--- config.mk ---
export PLATFORM = sky130hd
export DESIGN_NAME = rpmc_top
export DESIGN_NICKNAME = d
export VERILOG_FILES = /design/src/logic/rpmc_sync.v /design/src/logic/rpmc_top.v /design/src/logic/rpmc_watchdog.v
export VERILOG_INCLUDE_DIRS = /design/src /design/src/pkg
export SDC_FILE = /design/constraint.sdc
export NUM_CORES = 1
export LEC_CHECK = 0
export BUFFER_PORTS_ARGS = -buffer_cell sky130_fd_sc_hd__buf_2
export CAP_MARGIN = 5
export CORE_ASPECT_RATIO = 0.8
export CORE_MARGIN = 3
export CORE_UTILIZATION = 55
export DETAILED_ROUTE_END_ITERATION = 8
export PLACE_DENSITY = 0.81
export SYNTH_ARGS = -nofsm -noshare
export SYNTH_HDL_FRONTEND = slang
export SYNTH_SLANG_ARGS = --single-unit
--- constraint.sdc ---
create_clock -name clk_i -period 7.5 [get_ports clk_i]
set_input_delay 1.125 -clock clk_i [delete_from_list [all_inputs] [get_ports clk_i]]
set_output_delay 1.125 -clock clk_i [all_outputs]
set_load 0.005 [all_outputs]
--- src/pkg/rpmc_map.vh ---
`ifndef RPMC_MAP_VH
`define RPMC_MAP_VH

// Special function register addresses
`define RPMC_ADR_POWER_CONTROL  8'h87
`define RPMC_ADR_PERIPH_PWR_DN  8'hf1
`define RPMC_ADR_SYS_RST_REQ    8'hf7
`define RPMC_ADR_WDOG_CONTROL   8'hff

// Register reset values
`define RPMC_RST_POWER_CONTROL  8'h00
`define RPMC_RST_PERIPH_PWR_DN  8'h00
`define RPMC_RST_WDOG_CONTROL   8'h00
`define RPMC_RDATA_UNMAPPED     8'h00

// power_control fields
`define RPMC_PC_IDLE_BIT        0
`define RPMC_PC_STOP_BIT        1

// system_reset_request fields
`define RPMC_SRR_GO_BIT         0

// watchdog_control fields
`define RPMC_WDC_EN_BIT         7
`define RPMC_WDC_KICK_BIT       5
`define RPMC_WDC_SEL_MSB        4
`define RPMC_WDC_SEL_LSB        0

// Hardware configuration fields
`define RPMC_HC0_WDOG_EN_BIT    3
`define RPMC_HC1_DIP_EN_BIT     1
`define RPMC_HC1_LVL_MSB        7
`define RPMC_HC1_LVL_LSB        4

// Last reset cause bit positions
`define RPMC_CAUSE_POR          0
`define RPMC_CAUSE_EXT          1
`define RPMC_CAUSE_SW           2
`define RPMC_CAUSE_WDOG         3
`define RPMC_CAUSE_DIP          4

// Reset stretch: two to the power of these exponents, in clock cycles
`define RPMC_EXT_HOLD_EXP       17
`define RPMC_DIP_HOLD_EXP       15
`define RPMC_EXT_HOLD_CYC       (1 << `RPMC_EXT_HOLD_EXP)
`define RPMC_DIP_HOLD_CYC       (1 << `RPMC_DIP_HOLD_EXP)
`define RPMC_HOLD_CNT_W         18

// Watchdog prescale exponent
`define RPMC_WDOG_SHIFT         10

`endif

--- src/logic/rpmc_sync.v ---
`timescale 1ns/1ns

module rpmc_sync #(
   parameter W = 1
) (
   input  wire         clk_i,
   input  wire         rst_i,
   input  wire [W-1:0] async_i,
   output reg  [W-1:0] sync_o
);

   reg [W-1:0] meta;

   // Resets to zero, so supplies read bad for two edges after release
   // Two flops; the first is read by the second only
   always @(posedge clk_i or posedge rst_i) begin
      if (rst_i) begin
         meta   <= {W{1'b0}};
         sync_o <= {W{1'b0}};
      end else begin
         meta   <= async_i;
         sync_o <= meta;
      end
   end

endmodule // rpmc_sync

--- src/logic/rpmc_top.v ---
// Overview of operation
// - Five reset causes: power-on, external pin, software, watchdog, supply dip.
// - Software write to system_reset_request starts a software reset.
// - Watchdog reset needs config-zero enable; watchdog_control steers it.
// - Supply dip reset enabled by config-one, which also holds threshold level.
// - External, software, watchdog resets last 2^17 clock cycles.
// - Supply dip reset lasts 2^15 clock cycles.
// - Digital pins pulled high from reset initiation until completion.
// - Pin high stops device and oscillator, pins high; falling edge starts count.
// - Power-on reset released when digital supply detector reports good.
// - Dip enabled and supply low holds state; rising back issues reset.
// - Analog supply below threshold keeps device held in reset.
// - Threshold uncalibrated during reset; flagged to the analog comparator.
// - Setting idle bit in power_control enters idle mode.
// - Idle stops core, timers zero and one, serial ports; rest runs.
// - Any enabled active interrupt returns idle to active operation.
// - peripheral_power_down switches off peripherals; all ones powers all down.
// - Setting stop bit enters stop mode; all internal clocks halted.
// - Stop left only by external pin or power-on reset, not interrupts; here any internal reset or a power_control write clears it.
// - In stop mode digital outputs hold their values.
`timescale 1ns/1ns
`include "rpmc_map.vh"

module rpmc_top #(
   parameter integer EXT_HOLD_CYC = `RPMC_EXT_HOLD_CYC,
   parameter integer DIP_HOLD_CYC = `RPMC_DIP_HOLD_CYC,
   parameter integer WDOG_SHIFT   = `RPMC_WDOG_SHIFT
) (
   input  wire       clk_i,
   input  wire       rst_i,
   input  wire       por_ok_i,
   input  wire       ana_ok_i,
   input  wire       dip_below_i,
   input  wire       ext_pin_i,
   input  wire [7:0] hardware_config_zero_i,
   input  wire [7:0] hardware_config_one_i,
   input  wire       irq_pending_i,
   input  wire [7:0] sfr_addr_i,
   input  wire       sfr_wr_i,
   input  wire       sfr_rd_i,
   input  wire [7:0] sfr_wdata_i,
   output reg  [7:0] sfr_rdata_o,
   output reg        sys_rst_o,
   output reg        pins_high_o,
   output reg        osc_stop_o,
   output reg        state_hold_o,
   output reg        dip_uncal_o,
   output reg  [3:0] dip_level_o,
   output reg        core_halt_o,
   output reg        timer01_halt_o,
   output reg        serial_halt_o,
   output reg        clk_halt_o,
   output reg        pin_freeze_o,
   output reg  [7:0] periph_off_o
);

   localparam CW = `RPMC_HOLD_CNT_W;
   localparam [CW-1:0] EXT_N = EXT_HOLD_CYC[CW-1:0];
   localparam [CW-1:0] DIP_N = DIP_HOLD_CYC[CW-1:0];
   localparam [CW-1:0] ONE   = {{(CW-1){1'b0}}, 1'b1};

   // Register address match, used for reads and writes
   function rpmc_hit;
      input [7:0] addr;
      input [7:0] target;
      begin
         rpmc_hit = (addr == target);
      end
   endfunction

   // Synchronised pin levels
   wire [3:0] pins_s;
   wire       por_s;
   wire       ana_s;
   wire       below_s;
   wire       ext_s;

   // Mode and control registers
   reg        idle;
   reg        stop;
   reg  [7:0] periph_pd;
   reg  [7:0] wdog_ctl;
   reg  [4:0] last_cause;

   // Reset sequencing state
   reg  [CW-1:0] cnt;
   reg           ext_q;
   reg           dip_low_q;
   reg  [CW-1:0] next_cnt;
   reg           next_rst;

   // Decoded events
   wire       dip_en;
   wire       dip_low;
   wire       ext_fall;
   wire       dip_rise;
   wire       sw_req;
   wire       wdog_exp;
   wire       wdog_en;
   wire       wdog_kick;
   wire       hold_rst;
   wire       wr_ok;

   // The external pin and the three supply inputs pass two flops first; config and irq inputs do not
   rpmc_sync #(
      .W (4)
   ) u_sync (
      .clk_i     (clk_i),
      .rst_i     (rst_i),
      .async_i   ({ext_pin_i, dip_below_i, ana_ok_i, por_ok_i}),
      .sync_o    (pins_s)
   );

   assign por_s   = pins_s[0];
   assign ana_s   = pins_s[1];
   assign below_s = pins_s[2];
   assign ext_s   = pins_s[3];

   // Supply dip detection only when configured
   assign dip_en   = hardware_config_one_i[`RPMC_HC1_DIP_EN_BIT];
   assign dip_low  = dip_en && below_s;
   assign dip_rise = dip_low_q && !dip_low && dip_en;

   // Pin need only be seen high on the previous sample for its falling edge to count
   assign ext_fall = ext_q && !ext_s;

   // Writes are ignored while reset or the dip hold is active
   assign wr_ok  = sfr_wr_i && !sys_rst_o && !dip_low;
   assign sw_req = wr_ok && rpmc_hit(sfr_addr_i, `RPMC_ADR_SYS_RST_REQ)
                   && sfr_wdata_i[`RPMC_SRR_GO_BIT];

   // Watchdog enabled by the config bit and by the control bit together
   assign wdog_en   = hardware_config_zero_i[`RPMC_HC0_WDOG_EN_BIT]
                      && wdog_ctl[`RPMC_WDC_EN_BIT];
   assign wdog_kick = wr_ok && rpmc_hit(sfr_addr_i, `RPMC_ADR_WDOG_CONTROL)
                      && sfr_wdata_i[`RPMC_WDC_KICK_BIT];

   rpmc_watchdog #(
      .SHIFT (WDOG_SHIFT)
   ) u_wdog (
      .clk_i    (clk_i),
      .rst_i    (rst_i),
      .clear_i  (sys_rst_o),
      .enable_i (wdog_en),
      .kick_i   (wdog_kick),
      .sel_i    (wdog_ctl[`RPMC_WDC_SEL_MSB:`RPMC_WDC_SEL_LSB]),
      .expire_o (wdog_exp)
   );

   // Levels that keep reset asserted regardless of the count
   // The count stays frozen under these, so a long pin press never shortens
   // the stretch that follows its falling edge
   assign hold_rst = !por_s
                     || !ana_s
                     || ext_s;

   // Reset count: latest cause reloads, longer stretch wins a tie
   always @* begin
      next_cnt = cnt;
      if (ext_fall || sw_req || wdog_exp) begin
         next_cnt = EXT_N;
      end else if (dip_rise) begin
         next_cnt = DIP_N;
      end else if (hold_rst) begin
         next_cnt = cnt;
      end else if (cnt != {CW{1'b0}}) begin
         next_cnt = cnt - ONE;
      end
      next_rst = hold_rst || (next_cnt != {CW{1'b0}});
   end

   // Edge trackers and the count itself
   always @(posedge clk_i or posedge rst_i) begin
      if (rst_i) begin
         cnt       <= {CW{1'b0}};
         ext_q     <= 1'b0;
         dip_low_q <= 1'b0;
      end else begin
         cnt       <= next_cnt;
         ext_q     <= ext_s;
         dip_low_q <= dip_low;
      end
   end

   // Last cause survives the internal reset so software can read it
   // Power-on wins, since a supply loss makes any other cause meaningless
   always @(posedge clk_i or posedge rst_i) begin
      if (rst_i) begin
         last_cause <= 5'h01;
      end else if (!por_s) begin
         last_cause <= 5'h01;
      end else if (ext_fall) begin
         last_cause <= 5'h02;
      end else if (sw_req) begin
         last_cause <= 5'h04;
      end else if (wdog_exp) begin
         last_cause <= 5'h08;
      end else if (dip_rise) begin
         last_cause <= 5'h10;
      end
   end

   // Power modes; stop clears only through the internal reset or a power_control write
   always @(posedge clk_i or posedge rst_i) begin
      if (rst_i) begin
         idle <= 1'b0;
         stop <= 1'b0;
      end else if (sys_rst_o) begin
         idle <= 1'b0;
         stop <= 1'b0;
      end else begin
         if (wr_ok && rpmc_hit(sfr_addr_i, `RPMC_ADR_POWER_CONTROL)) begin
            idle <= sfr_wdata_i[`RPMC_PC_IDLE_BIT];
            stop <= sfr_wdata_i[`RPMC_PC_STOP_BIT];
         end else if (irq_pending_i) begin
            idle <= 1'b0;
         end
      end
   end

   // Peripheral power-down and watchdog control registers
   always @(posedge clk_i or posedge rst_i) begin
      if (rst_i) begin
         periph_pd <= `RPMC_RST_PERIPH_PWR_DN;
         wdog_ctl  <= `RPMC_RST_WDOG_CONTROL;
      end else if (sys_rst_o) begin
         periph_pd <= `RPMC_RST_PERIPH_PWR_DN;
         wdog_ctl  <= `RPMC_RST_WDOG_CONTROL;
      end else if (wr_ok) begin
         if (rpmc_hit(sfr_addr_i, `RPMC_ADR_PERIPH_PWR_DN)) begin
            periph_pd <= sfr_wdata_i;
         end
         if (rpmc_hit(sfr_addr_i, `RPMC_ADR_WDOG_CONTROL)) begin
            // Kick bit is a strobe and is not stored
            wdog_ctl <= sfr_wdata_i & 8'hdf;
         end
      end
   end

   // Read port; unmapped addresses answer zero
   // Data is registered, so it is valid one edge after the read strobe
   always @(posedge clk_i or posedge rst_i) begin
      if (rst_i) begin
         sfr_rdata_o <= `RPMC_RDATA_UNMAPPED;
      end else if (sfr_rd_i) begin
         if (rpmc_hit(sfr_addr_i, `RPMC_ADR_POWER_CONTROL)) begin
            sfr_rdata_o <= {6'h00, stop, idle};
         end else if (rpmc_hit(sfr_addr_i, `RPMC_ADR_PERIPH_PWR_DN)) begin
            sfr_rdata_o <= periph_pd;
         end else if (rpmc_hit(sfr_addr_i, `RPMC_ADR_SYS_RST_REQ)) begin
            sfr_rdata_o <= {3'h0, last_cause};
         end else if (rpmc_hit(sfr_addr_i, `RPMC_ADR_WDOG_CONTROL)) begin
            sfr_rdata_o <= wdog_ctl;
         end else begin
            sfr_rdata_o <= `RPMC_RDATA_UNMAPPED;
         end
      end
   end

   // Reset, pin and supply outputs, all registered
   always @(posedge clk_i or posedge rst_i) begin
      if (rst_i) begin
         sys_rst_o    <= 1'b1;
         pins_high_o  <= 1'b1;
         osc_stop_o   <= 1'b0;
         state_hold_o <= 1'b0;
         dip_uncal_o  <= 1'b1;
         dip_level_o  <= 4'h0;
      end else begin
         sys_rst_o    <= next_rst;
         pins_high_o  <= next_rst;
         osc_stop_o   <= ext_s;
         state_hold_o <= dip_low;
         // Comparator runs uncalibrated, about a quarter high, in reset
         dip_uncal_o  <= next_rst;
         dip_level_o  <= hardware_config_one_i[`RPMC_HC1_LVL_MSB:`RPMC_HC1_LVL_LSB];
      end
   end

   // Clock gating controls; the gate outside must reopen on the pin itself,
   // since no edge arrives here while stopped
   always @(posedge clk_i or posedge rst_i) begin
      if (rst_i) begin
         core_halt_o    <= 1'b0;
         timer01_halt_o <= 1'b0;
         serial_halt_o  <= 1'b0;
         clk_halt_o     <= 1'b0;
         pin_freeze_o   <= 1'b0;
         periph_off_o   <= `RPMC_RST_PERIPH_PWR_DN;
      end else begin
         core_halt_o    <= (idle || stop) && !next_rst;
         timer01_halt_o <= (idle || stop) && !next_rst;
         serial_halt_o  <= (idle || stop) && !next_rst;
         clk_halt_o     <= stop && !next_rst;
         pin_freeze_o   <= stop && !next_rst;
         periph_off_o   <= periph_pd;
      end
   end

endmodule // rpmc_top

--- src/logic/rpmc_watchdog.v ---
`timescale 1ns/1ns
`include "rpmc_map.vh"

module rpmc_watchdog #(
   parameter SHIFT = `RPMC_WDOG_SHIFT
) (
   input  wire       clk_i,
   input  wire       rst_i,
   input  wire       clear_i,
   input  wire       enable_i,
   input  wire       kick_i,
   input  wire [4:0] sel_i,
   output reg        expire_o
);

   localparam CW = SHIFT + 5;

   reg  [CW-1:0] cnt;
   wire          at_limit;

   // Period is (sel + 1) prescale ticks
   assign at_limit = (cnt[CW-1:SHIFT] == sel_i) && (&cnt[SHIFT-1:0]);

   // Counter restarts on kick, on disable and under system reset
   always @(posedge clk_i or posedge rst_i) begin
      if (rst_i) begin
         cnt      <= {CW{1'b0}};
         expire_o <= 1'b0;
      end else if (clear_i || !enable_i || kick_i) begin
         cnt      <= {CW{1'b0}};
         expire_o <= 1'b0;
      end else begin
         cnt      <= at_limit ? {CW{1'b0}} : cnt + {{(CW-1){1'b0}}, 1'b1};
         expire_o <= at_limit;
      end
   end

endmodule // rpmc_watchdog

After elaboration in Yosys (flattened, before gate mapping)
Index checks and enable logic that the tools add are counted.

cells by class
  add/subtract/negate cells = 2
  multiply operators = 0
  divide/modulo/power cells = 0
  magnitude comparators = 0
  equal/unequal tests = 6
  shift-type cells = 0
  mux-type cells = 27
  bitwise logic cells = 0
  reduce and logical (&&, ||, !) cells = 40

operators with widths
  kind                                                                      count
  8-bit 2-to-1 mux                                                          10
  18-bit 2-to-1 mux                                                         4
  18-bit nonzero test                                                       2
  8-bit == test (second input constant)                                     4
  15-bit 2-to-1 mux                                                         2
  5-bit 2-to-1 mux                                                          5
  18-bit by 1-bit subtractor with 18-bit output (second input constant)     1
  15-bit by 1-bit adder with 15-bit output (second input constant)          1
  1-bit logical AND                                                         15
  10-bit AND reduction                                                      1
  1-bit logical OR                                                          8
  2-bit nonzero test                                                        4
  1-bit logical NOT                                                         7
  1-bit 2-to-1 mux                                                          6
  5-bit == test                                                             1
  5-bit by 4-bit inequality test with 1-bit output (second input constant)  1
  2-bit AND reduction                                                       2
  3-bit nonzero test                                                        1

storage, ports and cells
  flip-flop bits (word level) = 90
  latch bits = 0
  RAM bits = 0
  ROM bits = 0
  bits of input ports = 41
  output and inout bits = 30
  logic and storage cells = 93
  memories = 0

Depth between registers and ports, before layout
Gate-level depths: netlist of run 1.

  depth in word-level cells = 12
  gate-level depth with buffers = 9
  mapped depth without buffers = 8

Cells and area by module
Synthesis of run 1 repeated with hierarchy kept, for this count alone.

unflattened totals
  cell total of the unflattened synthesis = 418
  area total of the unflattened synthesis = 4237.8 sq um

modules (own cells, without submodules)
  module         instances  cells an instance  area each (sq um)  sequential area each (sq um)
  rpmc_top       1          326                3201.8             1629.1
  rpmc_watchdog  1          83                 832.0              400.4
  rpmc_sync      1          9                  203.9              200.2

Least setup slack after synthesis of run 1
Ideal clock, no wire load.

  path type = in2reg
  start point = in sfr_addr_i[6]
  end point = reg u_wdog.cnt[10]
  library setup time = 0.121 ns
  arrival time = 2.643 ns
  data required time = 7.379 ns
  setup slack = 4.735 ns
  stages = 8
  buffers on the path = 2
  cells stage by stage = nand4_1 nor3_1 and2_1 buf_2 nand2_1 nand4_1 buf_2 nor2_1

between the ends
  word-level cells in the longest chain between the ends = 5

RTL lines
  item                            RTL line            RTL
  from (decl)                     rpmc_top.v:38       input wire [7:0] sfr_addr_i,
  8-bit == test                   rpmc_top.v:67       rpmc_hit = (addr == target);
  1-bit logical AND (2 in a row)  rpmc_top.v:135      assign wdog_kick = wr_ok && rpmc_hit(sfr_addr_i, `RPMC_ADR_WDOG_CONTROL)
  1-bit logical OR                rpmc_watchdog.v:29  end else if (clear_i || !enable_i || kick_i) begin
  15-bit 2-to-1 mux               rpmc_watchdog.v:29
  to (signal assigned)            rpmc_watchdog.v:27  cnt <= {CW{1'b0}};
  to (signal assigned)            rpmc_watchdog.v:30  cnt <= {CW{1'b0}};
  to (signal assigned)            rpmc_watchdog.v:33  cnt <= at_limit ? {CW{1'b0}} : cnt + {{(CW-1){1'b0}}, 1'b1};
  to (decl)                       rpmc_watchdog.v:18  reg [CW-1:0] cnt;

Every way passes these cells.
A chain may end at the register's enable or synchronous reset.

Worst setup path after layout of run 1
  start point = in sfr_addr_i[3]
  end point = reg serial_halt_o

between the ends
  word-level cells in the longest chain between the ends = 10

RTL lines
  item                            RTL line        RTL
  8-bit == test                   rpmc_top.v:67
  1-bit logical AND (2 in a row)  rpmc_top.v:129  assign sw_req = wr_ok && rpmc_hit(sfr_addr_i, `RPMC_ADR_SYS_RST_REQ)
  1-bit logical OR (2 in a row)   rpmc_top.v:160  if (ext_fall || sw_req || wdog_exp) begin
  18-bit 2-to-1 mux               rpmc_top.v:160
  net next_cnt[8]                 rpmc_top.v:89   reg [CW-1:0] next_cnt;
  18-bit nonzero test             rpmc_top.v:169  next_rst = hold_rst || (next_cnt != {CW{1'b0}});
  1-bit logical OR                rpmc_top.v:169
  1-bit logical NOT               rpmc_top.v:293  serial_halt_o <= (idle || stop) && !next_rst;
  1-bit logical AND               rpmc_top.v:293
  to (signal assigned)            rpmc_top.v:293
  to (decl)                       rpmc_top.v:51   output reg serial_halt_o,

The timed path passes the listed nets, and every way through them passes these cells.

==> impl_metrics.tcl, run 1 <==
set metrics [dict create \
    drt_wl_total_mm 7.95 \
    yosysMostFrequentCell "dfrtp_1" \
    ios 71 \
    synth_ff_type "dfrtp_1" \
    gp_congestion 0.891 \
    synth_edf_count 0 \
    drtIter0Drc 185 \
    ff2ff_setup_slack_ns 4.95 \
    avgSynthCellArea_um2 10.8 \
    finalWorstPathRequiredPeriod_ns 3.23 \
    powerDensity_mw_per_mm2 238 \
    clock.fmax_ghz 0.310 \
    r2r_start "cnt[5]" \
    start_util 0.588 \
    synthToLayoutAreaGrowth_pct 13.5 \
    regArea_mm2 0.00223 \
    fin_util 0.667 \
    rsz0062_at_grt "false" \
    post_cts_buffers 0 \
    postRouteAntennaNets 0 \
    dp_slack_ns 3.97 \
    worstHoldPathType "reg -> reg" \
    async_flop_share 1.00 \
    hold_violations 0 \
    cts_tree "done" \
    finalCritPeriodShare 0.431 \
    reg2reg_depth 7 \
    path_clk_slew_ns 0.08 \
    tightest_slew_ns 1.08 \
    ys_seq_area_frac 0.571 \
    drive_gt1_frac 0.219 \
    vias 2899 \
    cts_buffers 9 \
    postCtsResizedCells 0 \
    postCtsHoldBufs 0 \
    crit_type "in -> reg" \
    ys_warn_count 0 \
    grt.total_usage 0.209 \
    worst_slack_ns 4.27 \
    n_antenna_cell 0 \
    design.core.area_mm2 0.00664 \
    cap_violations 0 \
    port-buffer-count 60 \
    synth_cells 361 \
    final_max_slew_viol_count 0 \
    die_w_um 100 \
    multi_input_area_mm2 0.00155 \
    synth_top_cell_area_share 0.558 \
    run_status "complete, no violations" \
    critPathCaptureType "flop" \
    holdPathEnd "u_sync.sync_o[1]" \
    arrival_ns 3.51 \
    grt_pass1_vias 2780 \
    vias_per_cell 5.70 \
    drt_pass1_iterations 4 \
    htree_levels 3 \
    root_buffer "clkbuf_8" \
    synth.cell_area_mm2 0.00390 \
    maxSlewHeadroom 0.283 \
    synth_fp_nets 404 \
    die_area_mm2 0.00815 \
    crit_path_start_kind "input pin" \
    hold_start "u_sync.meta[1]" \
    critPathRequiredTime_ns 7.78 \
    ir_drop_v 0.000180 \
    die_h_um 81.3 \
    grt_pass1_wl_mm 13.3 \
    hpwlAfterDp_mm 5.79 \
    hold_ws_ns 0.354 \
    clk_latency_ns 0.35 \
    worstPathMaxFanout 19 \
    fill_cells 554 \
    nets 463 \
    grt-ovfl-total 0 \
    grt_max_degree 90 \
    cts.sinks 89 \
    remaining_drc_errors 0 \
    antenna_found_initial 0 \
    num_rows 26 \
    min_path_cells 0 \
    clock_skew_ns 0.00944 \
    yosys-top-cells-area "dfrtp_1 (56%), nor2_1 (4.4%), xnor2_1 (4.0%)" \
    finalSetupViolations 0 \
    wl_per_cell_um 15.6 \
    ys_types 54 \
    synth_top_area_cell "dfrtp_1" \
    r2r_end "serial_halt_o" \
    p_leak_nw 2.14 \
    clk_path_buf_depth 2 \
    timing.setup.tns_ns 0 \
    yosys-top-cells-count "dfrtp_1 (87), nor2_1 (46), nand2_1 (34), xnor2_1 (18), nand3_1 (13)" \
    finalPower_mw 1.06 \
    ys_ff_latch 89 \
]
[layer usage]
layer	GRT usage	share of wire	routed length (µm)
met1	0.308	0.47	3720
met2	0.309	0.45	3580
met3	0.0455	0.071	563
met4	0.0686	0.012	93
met5	0	0	0
[logic make-up after synthesis]
logic type	share of synthesized area
xor+xnor	0.0651
simple gates	0.219
fa+ha+maj	0.00641
flops	0.571
mux	0.00802
compound gates	0.0997
buf+inv	0.0308
[power by group]
part / internal (mW) / switching, mW / leakage [nW]
Combinational: 0.0865 / 0.125 / 0.870
Clock: 0.130 / 0.165 / 0.0887
Sequential: 0.511 / 0.0376 / 1.18
Total: 0.728 / 0.328 / 2.14
[sequential cells by signal, indices dropped and copies added (netlist names), 4 cells and up]
signal,count
u_sync.sync_o,4
last_cause,5
dip_level_o,4
periph_pd,8
wdog_ctl,7
periph_off_o,8
sfr_rdata_o,8
cnt,18
u_sync.meta,4
u_wdog.cnt,15
[worst max-delay path by stage]
stage	start	to	slack, ns	depth (start not counted)
2_1_floorplan	rst_i	cnt[0]	4.07	1
3_3_place_gp	sfr_addr_i[3]	serial_halt_o	4.05	8
3_5_place_dp	sfr_addr_i[3]	serial_halt_o	3.97	8
4_1_cts	sfr_addr_i[3]	serial_halt_o	4.33	8
5_1_grt	sfr_addr_i[3]	serial_halt_o	4.11	8
6_report	sfr_addr_i[3]	serial_halt_o	4.27	8
[through the flow]
step / instance area [µm²] / std cells
after global routing: 4430 / 509
after CTS: 4430 / 509
final: 4430 / 509
after floorplan: 3900 / 361
after global placement: 4250 / 493
after detailed placement: 4250 / 493
[worst max-delay path: stages]
cell and delay (ns):
buf_2 0.11, nand4b_1 0.18, nor2_1 0.38, nand3_1 0.25, nand3_1 0.56, nor2_1 0.16
nor3_1 0.48, and4b_1 0.26
[layout by cell type, fill, tap and decap left out, types with 4 or more instances in the layout]
| master | n |
|---|---|
| a21oi_1 | 10 |
| a222oi_1 | 5 |
| a22o_1 | 8 |
| a31oi_1 | 5 |
| and2_1 | 4 |
| and3_1 | 9 |
| buf_2 | 60 |
| clkbuf_8 | 10 |
| dfrtp_1 | 87 |
| inv_1 | 11 |
| nand2_1 | 34 |
| nand3_1 | 13 |
| nand3b_1 | 7 |
| nand4_1 | 7 |
| nor2_1 | 46 |
| nor3_1 | 8 |
| o21ai_0 | 7 |
| or3_1 | 4 |
| xnor2_1 | 18 |
| xor2_1 | 11 |
[area by class of cell]
| cell class | instances | area share |
|---|---|---|
| flip-flops and latches | 89 | 0.503 |
| multi-input cells | 246 | 0.351 |
| repair buffers | 62 | 0.0712 |
| clock buffers | 10 | 0.0311 |
| well taps | 84 | 0.0237 |
| inverters | 12 | 0.0105 |
| clock inverters | 6 | 0.00960 |
Note: power is estimated with default switching activity, not from simulation.
==> inputs of run 2 (changes only) <==
- CORE_UTILIZATION: 55 -> 50
- PLACE_DENSITY: 0.81 -> 0.78
- clock period: 7.5 -> 2.65 ns (I/O delays scaled with it)
==> run 2 against run 1 <==
Hold slack worse by 0.24 ns. Core utilization down 5.9 points. Non-clock buffer count up 7. Global-route usage down 1.5 points.
==> impl_metrics.tcl, run 2 (synthesis results as in run 1) <==
set metrics [dict create \
    rsz0062_at_grt "false" \
    num_rows 28 \
    p_sw_frac 0.307 \
    root_buffer "clkbuf_8" \
    clk_latency_ns 0.37 \
    vias 2931 \
    maxSlewHeadroom 0.480 \
    crit_top_cell "and4b_1" \
    ios 71 \
    n_antenna_cell 0 \
    fill_cells 641 \
    combinationalPowerShare 0.203 \
    drt_wl_total_mm 8.07 \
    r2r_start "cnt[6]" \
    cap_violations 0 \
    largest_reg_flops 18 \
    finalSetupViolations 0 \
    reg2reg_depth 7 \
    grt_pass1_wl_mm 13.7 \
    ff2ff_setup_slack_ns 0.15 \
    cp_top_family "simple AND/OR/NAND/NOR gates" \
    grt-ovfl-total 0 \
    power_frac_clock 0.306 \
    clk_path_buf_depth 2 \
    worstHoldPathType "in -> async" \
    htree_levels 3 \
    drtIter0Drc 189 \
    cts_tree "done" \
    critPathRequiredTime_ns 2.90 \
    endpoint "serial_halt_o" \
    ir_drop_v 0.000441 \
    critPathCaptureType "flop" \
    remaining_drc_errors 0 \
    tightest_slew_ns 0.777 \
    grt_pass1_vias 2833 \
    final_max_slew_viol_count 0 \
    vias_per_cell 5.46 \
    cp_num_buf_inv 0 \
    critPathMaxStageDelay_ns 0.46 \
    max_flop_register "cnt" \
    fin_util 0.608 \
    cp_num_cells 7 \
    final_common_cell "dfrtp_1" \
    start_util 0.521 \
    hold_violations 0 \
    wl_per_cell_um 15.0 \
    drive_gt1_frac 0.234 \
    crit_path_start_kind "flop" \
    finalPower_mw 3.16 \
    die_area_mm2 0.00891 \
    hpwlAfterDp_mm 5.91 \
    finalWorstPathRequiredPeriod_ns 2.50 \
    gp_congestion 0.879 \
    drt_pass1_iterations 5 \
    port-buffer-count 60 \
    clock_skew_ns 0.0155 \
    worstPathMaxFanout 6 \
    r2r_end "serial_halt_o" \
    grt_max_degree 90 \
    antenna_found_initial 0 \
    grt.total_usage 0.194 \
    cts_buffers 9 \
    crit_chain "nor4_2 > and4b_1 > and2b_4 > mux2_1 > o2111ai_1 > o21ai_0 > and4b_1" \
    nets 470 \
    design.core.area_mm2 0.00750 \
    path_clk_slew_ns 0.09 \
    cts.sinks 89 \
    die_h_um 85.0 \
    p_int_mw 2.19 \
    run_status "complete, no violations" \
    timing.setup.tns_ns 0 \
    slowest_stage "dfrtp_1" \
    synthToLayoutAreaGrowth_pct 16.8 \
    power_frac_seq 0.491 \
    powerDensity_mw_per_mm2 692 \
    arrival_ns 2.75 \
    regArea_mm2 0.00223 \
    multi_input_area_mm2 0.00156 \
    clock.fmax_ghz 0.401 \
    final_cell_mix "dfrtp_1 (87), buf_2 (60), nor2_1 (46)" \
    finalCritPeriodShare 0.942 \
    die_w_um 105 \
    crit_path_start "cnt[6]" \
    crit_type "reg -> reg" \
    top_regs "cnt (18), u_wdog.cnt (15)" \
    postRouteAntennaNets 0 \
    netSwitchingPower_uw 967 \
    p_leak_nw 2.19 \
]
-- run 2: cell types whose count changed in the layout (fill, tap and decap cells not counted), sizes merged --
cell / previous run / this run
buf: 62 / 69
bufinv: 0 / 1
inv: 12 / 13
clkinv: 4 / 2
-- run 2: layout make-up --
type,instances,share of cell area
Clock inverter,6,0.0159
Multi-Input combinational cell,246,0.342
Clock buffer,10,0.0302
Sequential cell,89,0.489
Inverter,12,0.0107
Tap cell,105,0.0288
Timing Repair Buffer,69,0.0834
-- run 2: worst min path at each step --
stage	start	endpoint	slack, ns	depth (start not counted)
after CTS	hardware_config_one_i[7]	dip_level_o[3]	0.12	1
after detailed placement	u_sync.meta[1]	u_sync.sync_o[1]	0.34	0
after global routing	ana_ok_i	u_sync.meta[1]	0.12	1
final	rst_i	dip_level_o[2]	0.12	3
after floorplan	u_sync.meta[0]	u_sync.sync_o[0]	0.33	0
after global placement	u_sync.meta[3]	u_sync.sync_o[3]	0.33	0
-- run 2: stage by stage --
| stage | cells | hold slack, ns | cell area, µm² | setup slack (ns) |
|---|---|---|---|---|
| final | 537 | 0.119 | 4560 | 0.154 |
| after global routing | 537 | 0.120 | 4560 | 0.00579 |
| after CTS | 537 | 0.122 | 4550 | 0.184 |
| after detailed placement | 521 | 0.339 | 4340 | 0.196 |
| after global placement | 521 | 0.331 | 4340 | 0.215 |
| after floorplan | 361 | 0.331 | 3910 | 0.458 |
-- run 2: what timing repair did --
item / 4_1_cts / 5_1_grt
setup endpoints to repair: 0 / 2
hold buffers: 0 / 0
resized for setup: 0 / 2
setup buffers: 0 / 0
endpoints found under the hold margin: 0 / 0
-- run 2: worst min-delay path: stages --
cell,delay (ns)
buf_2,0.11
clkinvlp_4,0.07
buf_12,0.34
-- run 2: routing by layer --
metal  vias up  track usage  wire (µm)
met4         0       0.0799        123
li1       1399            -          -
met5         -            0          0
met2       112        0.282       3520
met3        11       0.0517        659
met1      1409        0.277       3770
-- run 2: power by group through the flow --
stage                     clock network (mW)  logic, mW  registers [mW]
after detailed placement                   0      0.630            1.57
final                                  0.966      0.640            1.55
after CTS                              0.985      0.631            1.55
after floorplan                            0      0.453            1.55
after global placement                     0      0.618            1.57
after global routing                    1.04      0.714            1.56
==> inputs of run 3 (changes only) <==
- RECOVER_POWER: not set -> 25
- TNS_END_PERCENT: not set -> 30
==> run 3 against run 2 <==
The run now ends with capacitance limit, slew limit left. Combinational power fell by 0.6%. Critical path depth did not move. Core utilization fell by 0.22 points. Clock-buffer cell count did not move. Via count barely moved. Die area did not move. Maximum frequency barely moved. Clock skew fell by 0.0015 ns. Wire length barely moved. Final area fell by 0.36%. Total power fell by 0.11%. Hold slack improved by 0.020 ns.
==> impl_metrics.tcl, run 3 (synthesis results as in run 1) <==
set metrics [dict create \
    run_status "finished, violations left" \
    violations "capacitance limit, slew limit" \
    port-buffer-count 60 \
    postCtsHoldBufs 0 \
    grt_pass1_wl_mm 13.7 \
    die_area_mm2 0.00891 \
    synthToLayoutAreaGrowth_pct 16.4 \
    crit_top_cell "and4b_1" \
    critPathMaxStageDelay_ns 0.46 \
    slowest_stage "dfrtp_1" \
    antenna_found_initial 0 \
    nets 470 \
    crit_type "reg -> reg" \
    grt_max_degree 90 \
    post_cts_buffers 0 \
    wl_per_cell_um 15.0 \
    worstPathMaxFanout 6 \
    grt-ovfl-total 0 \
    critPathCaptureType "flop" \
    crit_path_start_kind "flop" \
    ir_drop_v 0.000441 \
    drtIter0Drc 191 \
    top_regs "cnt (18), u_wdog.cnt (15)" \
    finalCritPeriodShare 0.942 \
    clk_latency_ns 0.37 \
    final_common_cell "dfrtp_1" \
    htree_levels 3 \
    grt.total_usage 0.194 \
    path_clk_slew_ns 0.09 \
    die_h_um 85.0 \
    largest_reg_flops 18 \
    postCtsResizedCells 0 \
    gp_congestion 0.879 \
    n_antenna_cell 0 \
    cts.sinks 89 \
    powerDensity_mw_per_mm2 694 \
    postRouteAntennaNets 0 \
    grt_pass1_vias 2833 \
    finalWorstPathRequiredPeriod_ns 2.50 \
    max_flop_register "cnt" \
    finalPower_mw 3.15 \
    cts_tree "done" \
    arrival_ns 2.75 \
    cp_top_family "simple AND/OR/NAND/NOR gates" \
    clock_skew_ns 0.0141 \
    drt_pass1_iterations 4 \
    drt_wl_total_mm 8.08 \
    critPathRequiredTime_ns 2.90 \
    hpwlAfterDp_mm 5.91 \
    rsz0062_at_grt "false" \
    ios 71 \
    cp_num_buf_inv 0 \
    drive_gt1_frac 0.231 \
    timing.setup.tns_ns 0 \
    die_w_um 105 \
    root_buffer "clkbuf_8" \
    design.core.area_mm2 0.00750 \
    start_util 0.521 \
    tightest_slew_ns 2.11 \
    p_leak_nw 2.19 \
    maxSlewHeadroom -0.408 \
    remaining_drc_errors 0 \
    final_cell_mix "dfrtp_1 (87), buf_2 (59), nor2_1 (46)" \
    hold_ws_ns 0.139 \
    cts_buffers 9 \
    finalSetupViolations 0 \
    crit_chain "nor4_2 > and4b_1 > and2b_4 > mux2_1 > o2111ai_1 > o21ai_0 > and4b_1" \
    worstHoldPathType "in -> reg" \
    clk_path_buf_depth 2 \
    num_rows 28 \
    hold_violations 0 \
    final_max_slew_viol_count 90 \
    cap_violations 1 \
    vias 2929 \
    clock.fmax_ghz 0.401 \
    vias_per_cell 5.45 \
]
## run 3: routing by layer
layer	share of wire	GRT usage
met1	0.47	0.277
met2	0.44	0.282
met3	0.080	0.0517
met4	0.013	0.0799
met5	0	0
## run 3: report_power, final
group	leakage, nW	switching [mW]	internal (mW)	total [mW]
combinational	0.899	0.369	0.267	0.636
sequential	1.18	0.103	1.45	1.55
clock	0.103	0.494	0.471	0.966
## run 3: cell type report
type / instances / area (µm²)
Inverter: 12 / 48.8
Fill cell: 643 / 2960
Sequential cell: 89 / 2230
Clock buffer: 10 / 138
Timing Repair Buffer: 69 / 364
Clock inverter: 6 / 72.6
Multi-Input combinational cell: 246 / 1560
Tap cell: 105 / 131
## run 3: worst register-to-register path, stage by stage, from the launching register on
cell and delay (ns):
dfrtp_1 0.46, nor4_2 0.45, and4b_1 0.43, and2b_4 0.24
mux2_1 0.32, o2111ai_1 0.10, o21ai_0 0.18, and4b_1 0.22
## run 3: worst paths after layout
check	slack, ns	start	depth (start not counted)	to
min	0.14	hardware_config_one_i[5]	1	dip_level_o[1]
max in group asynchronous	0.60	rst_i	3	cnt[4]
min in group asynchronous	0.77	rst_i	3	dip_level_o[2]
max reg2reg	0.15	cnt[6]	7	serial_halt_o
max	0.15	cnt[6]	7	serial_halt_o
min reg2reg	0.36	u_sync.meta[3]	0	u_sync.sync_o[3]
## run 3: stage by stage
step                instances  setup slack (ns)  area (µm²)  utilization
floorplan                 361             0.458        3910            -
CTS                       537             0.184        4550        0.607
global route              537           0.00579        4540        0.606
finish                    537             0.154        4540        0.606
detailed placement        521             0.196        4340        0.579
global placement          521             0.215        4340        0.579
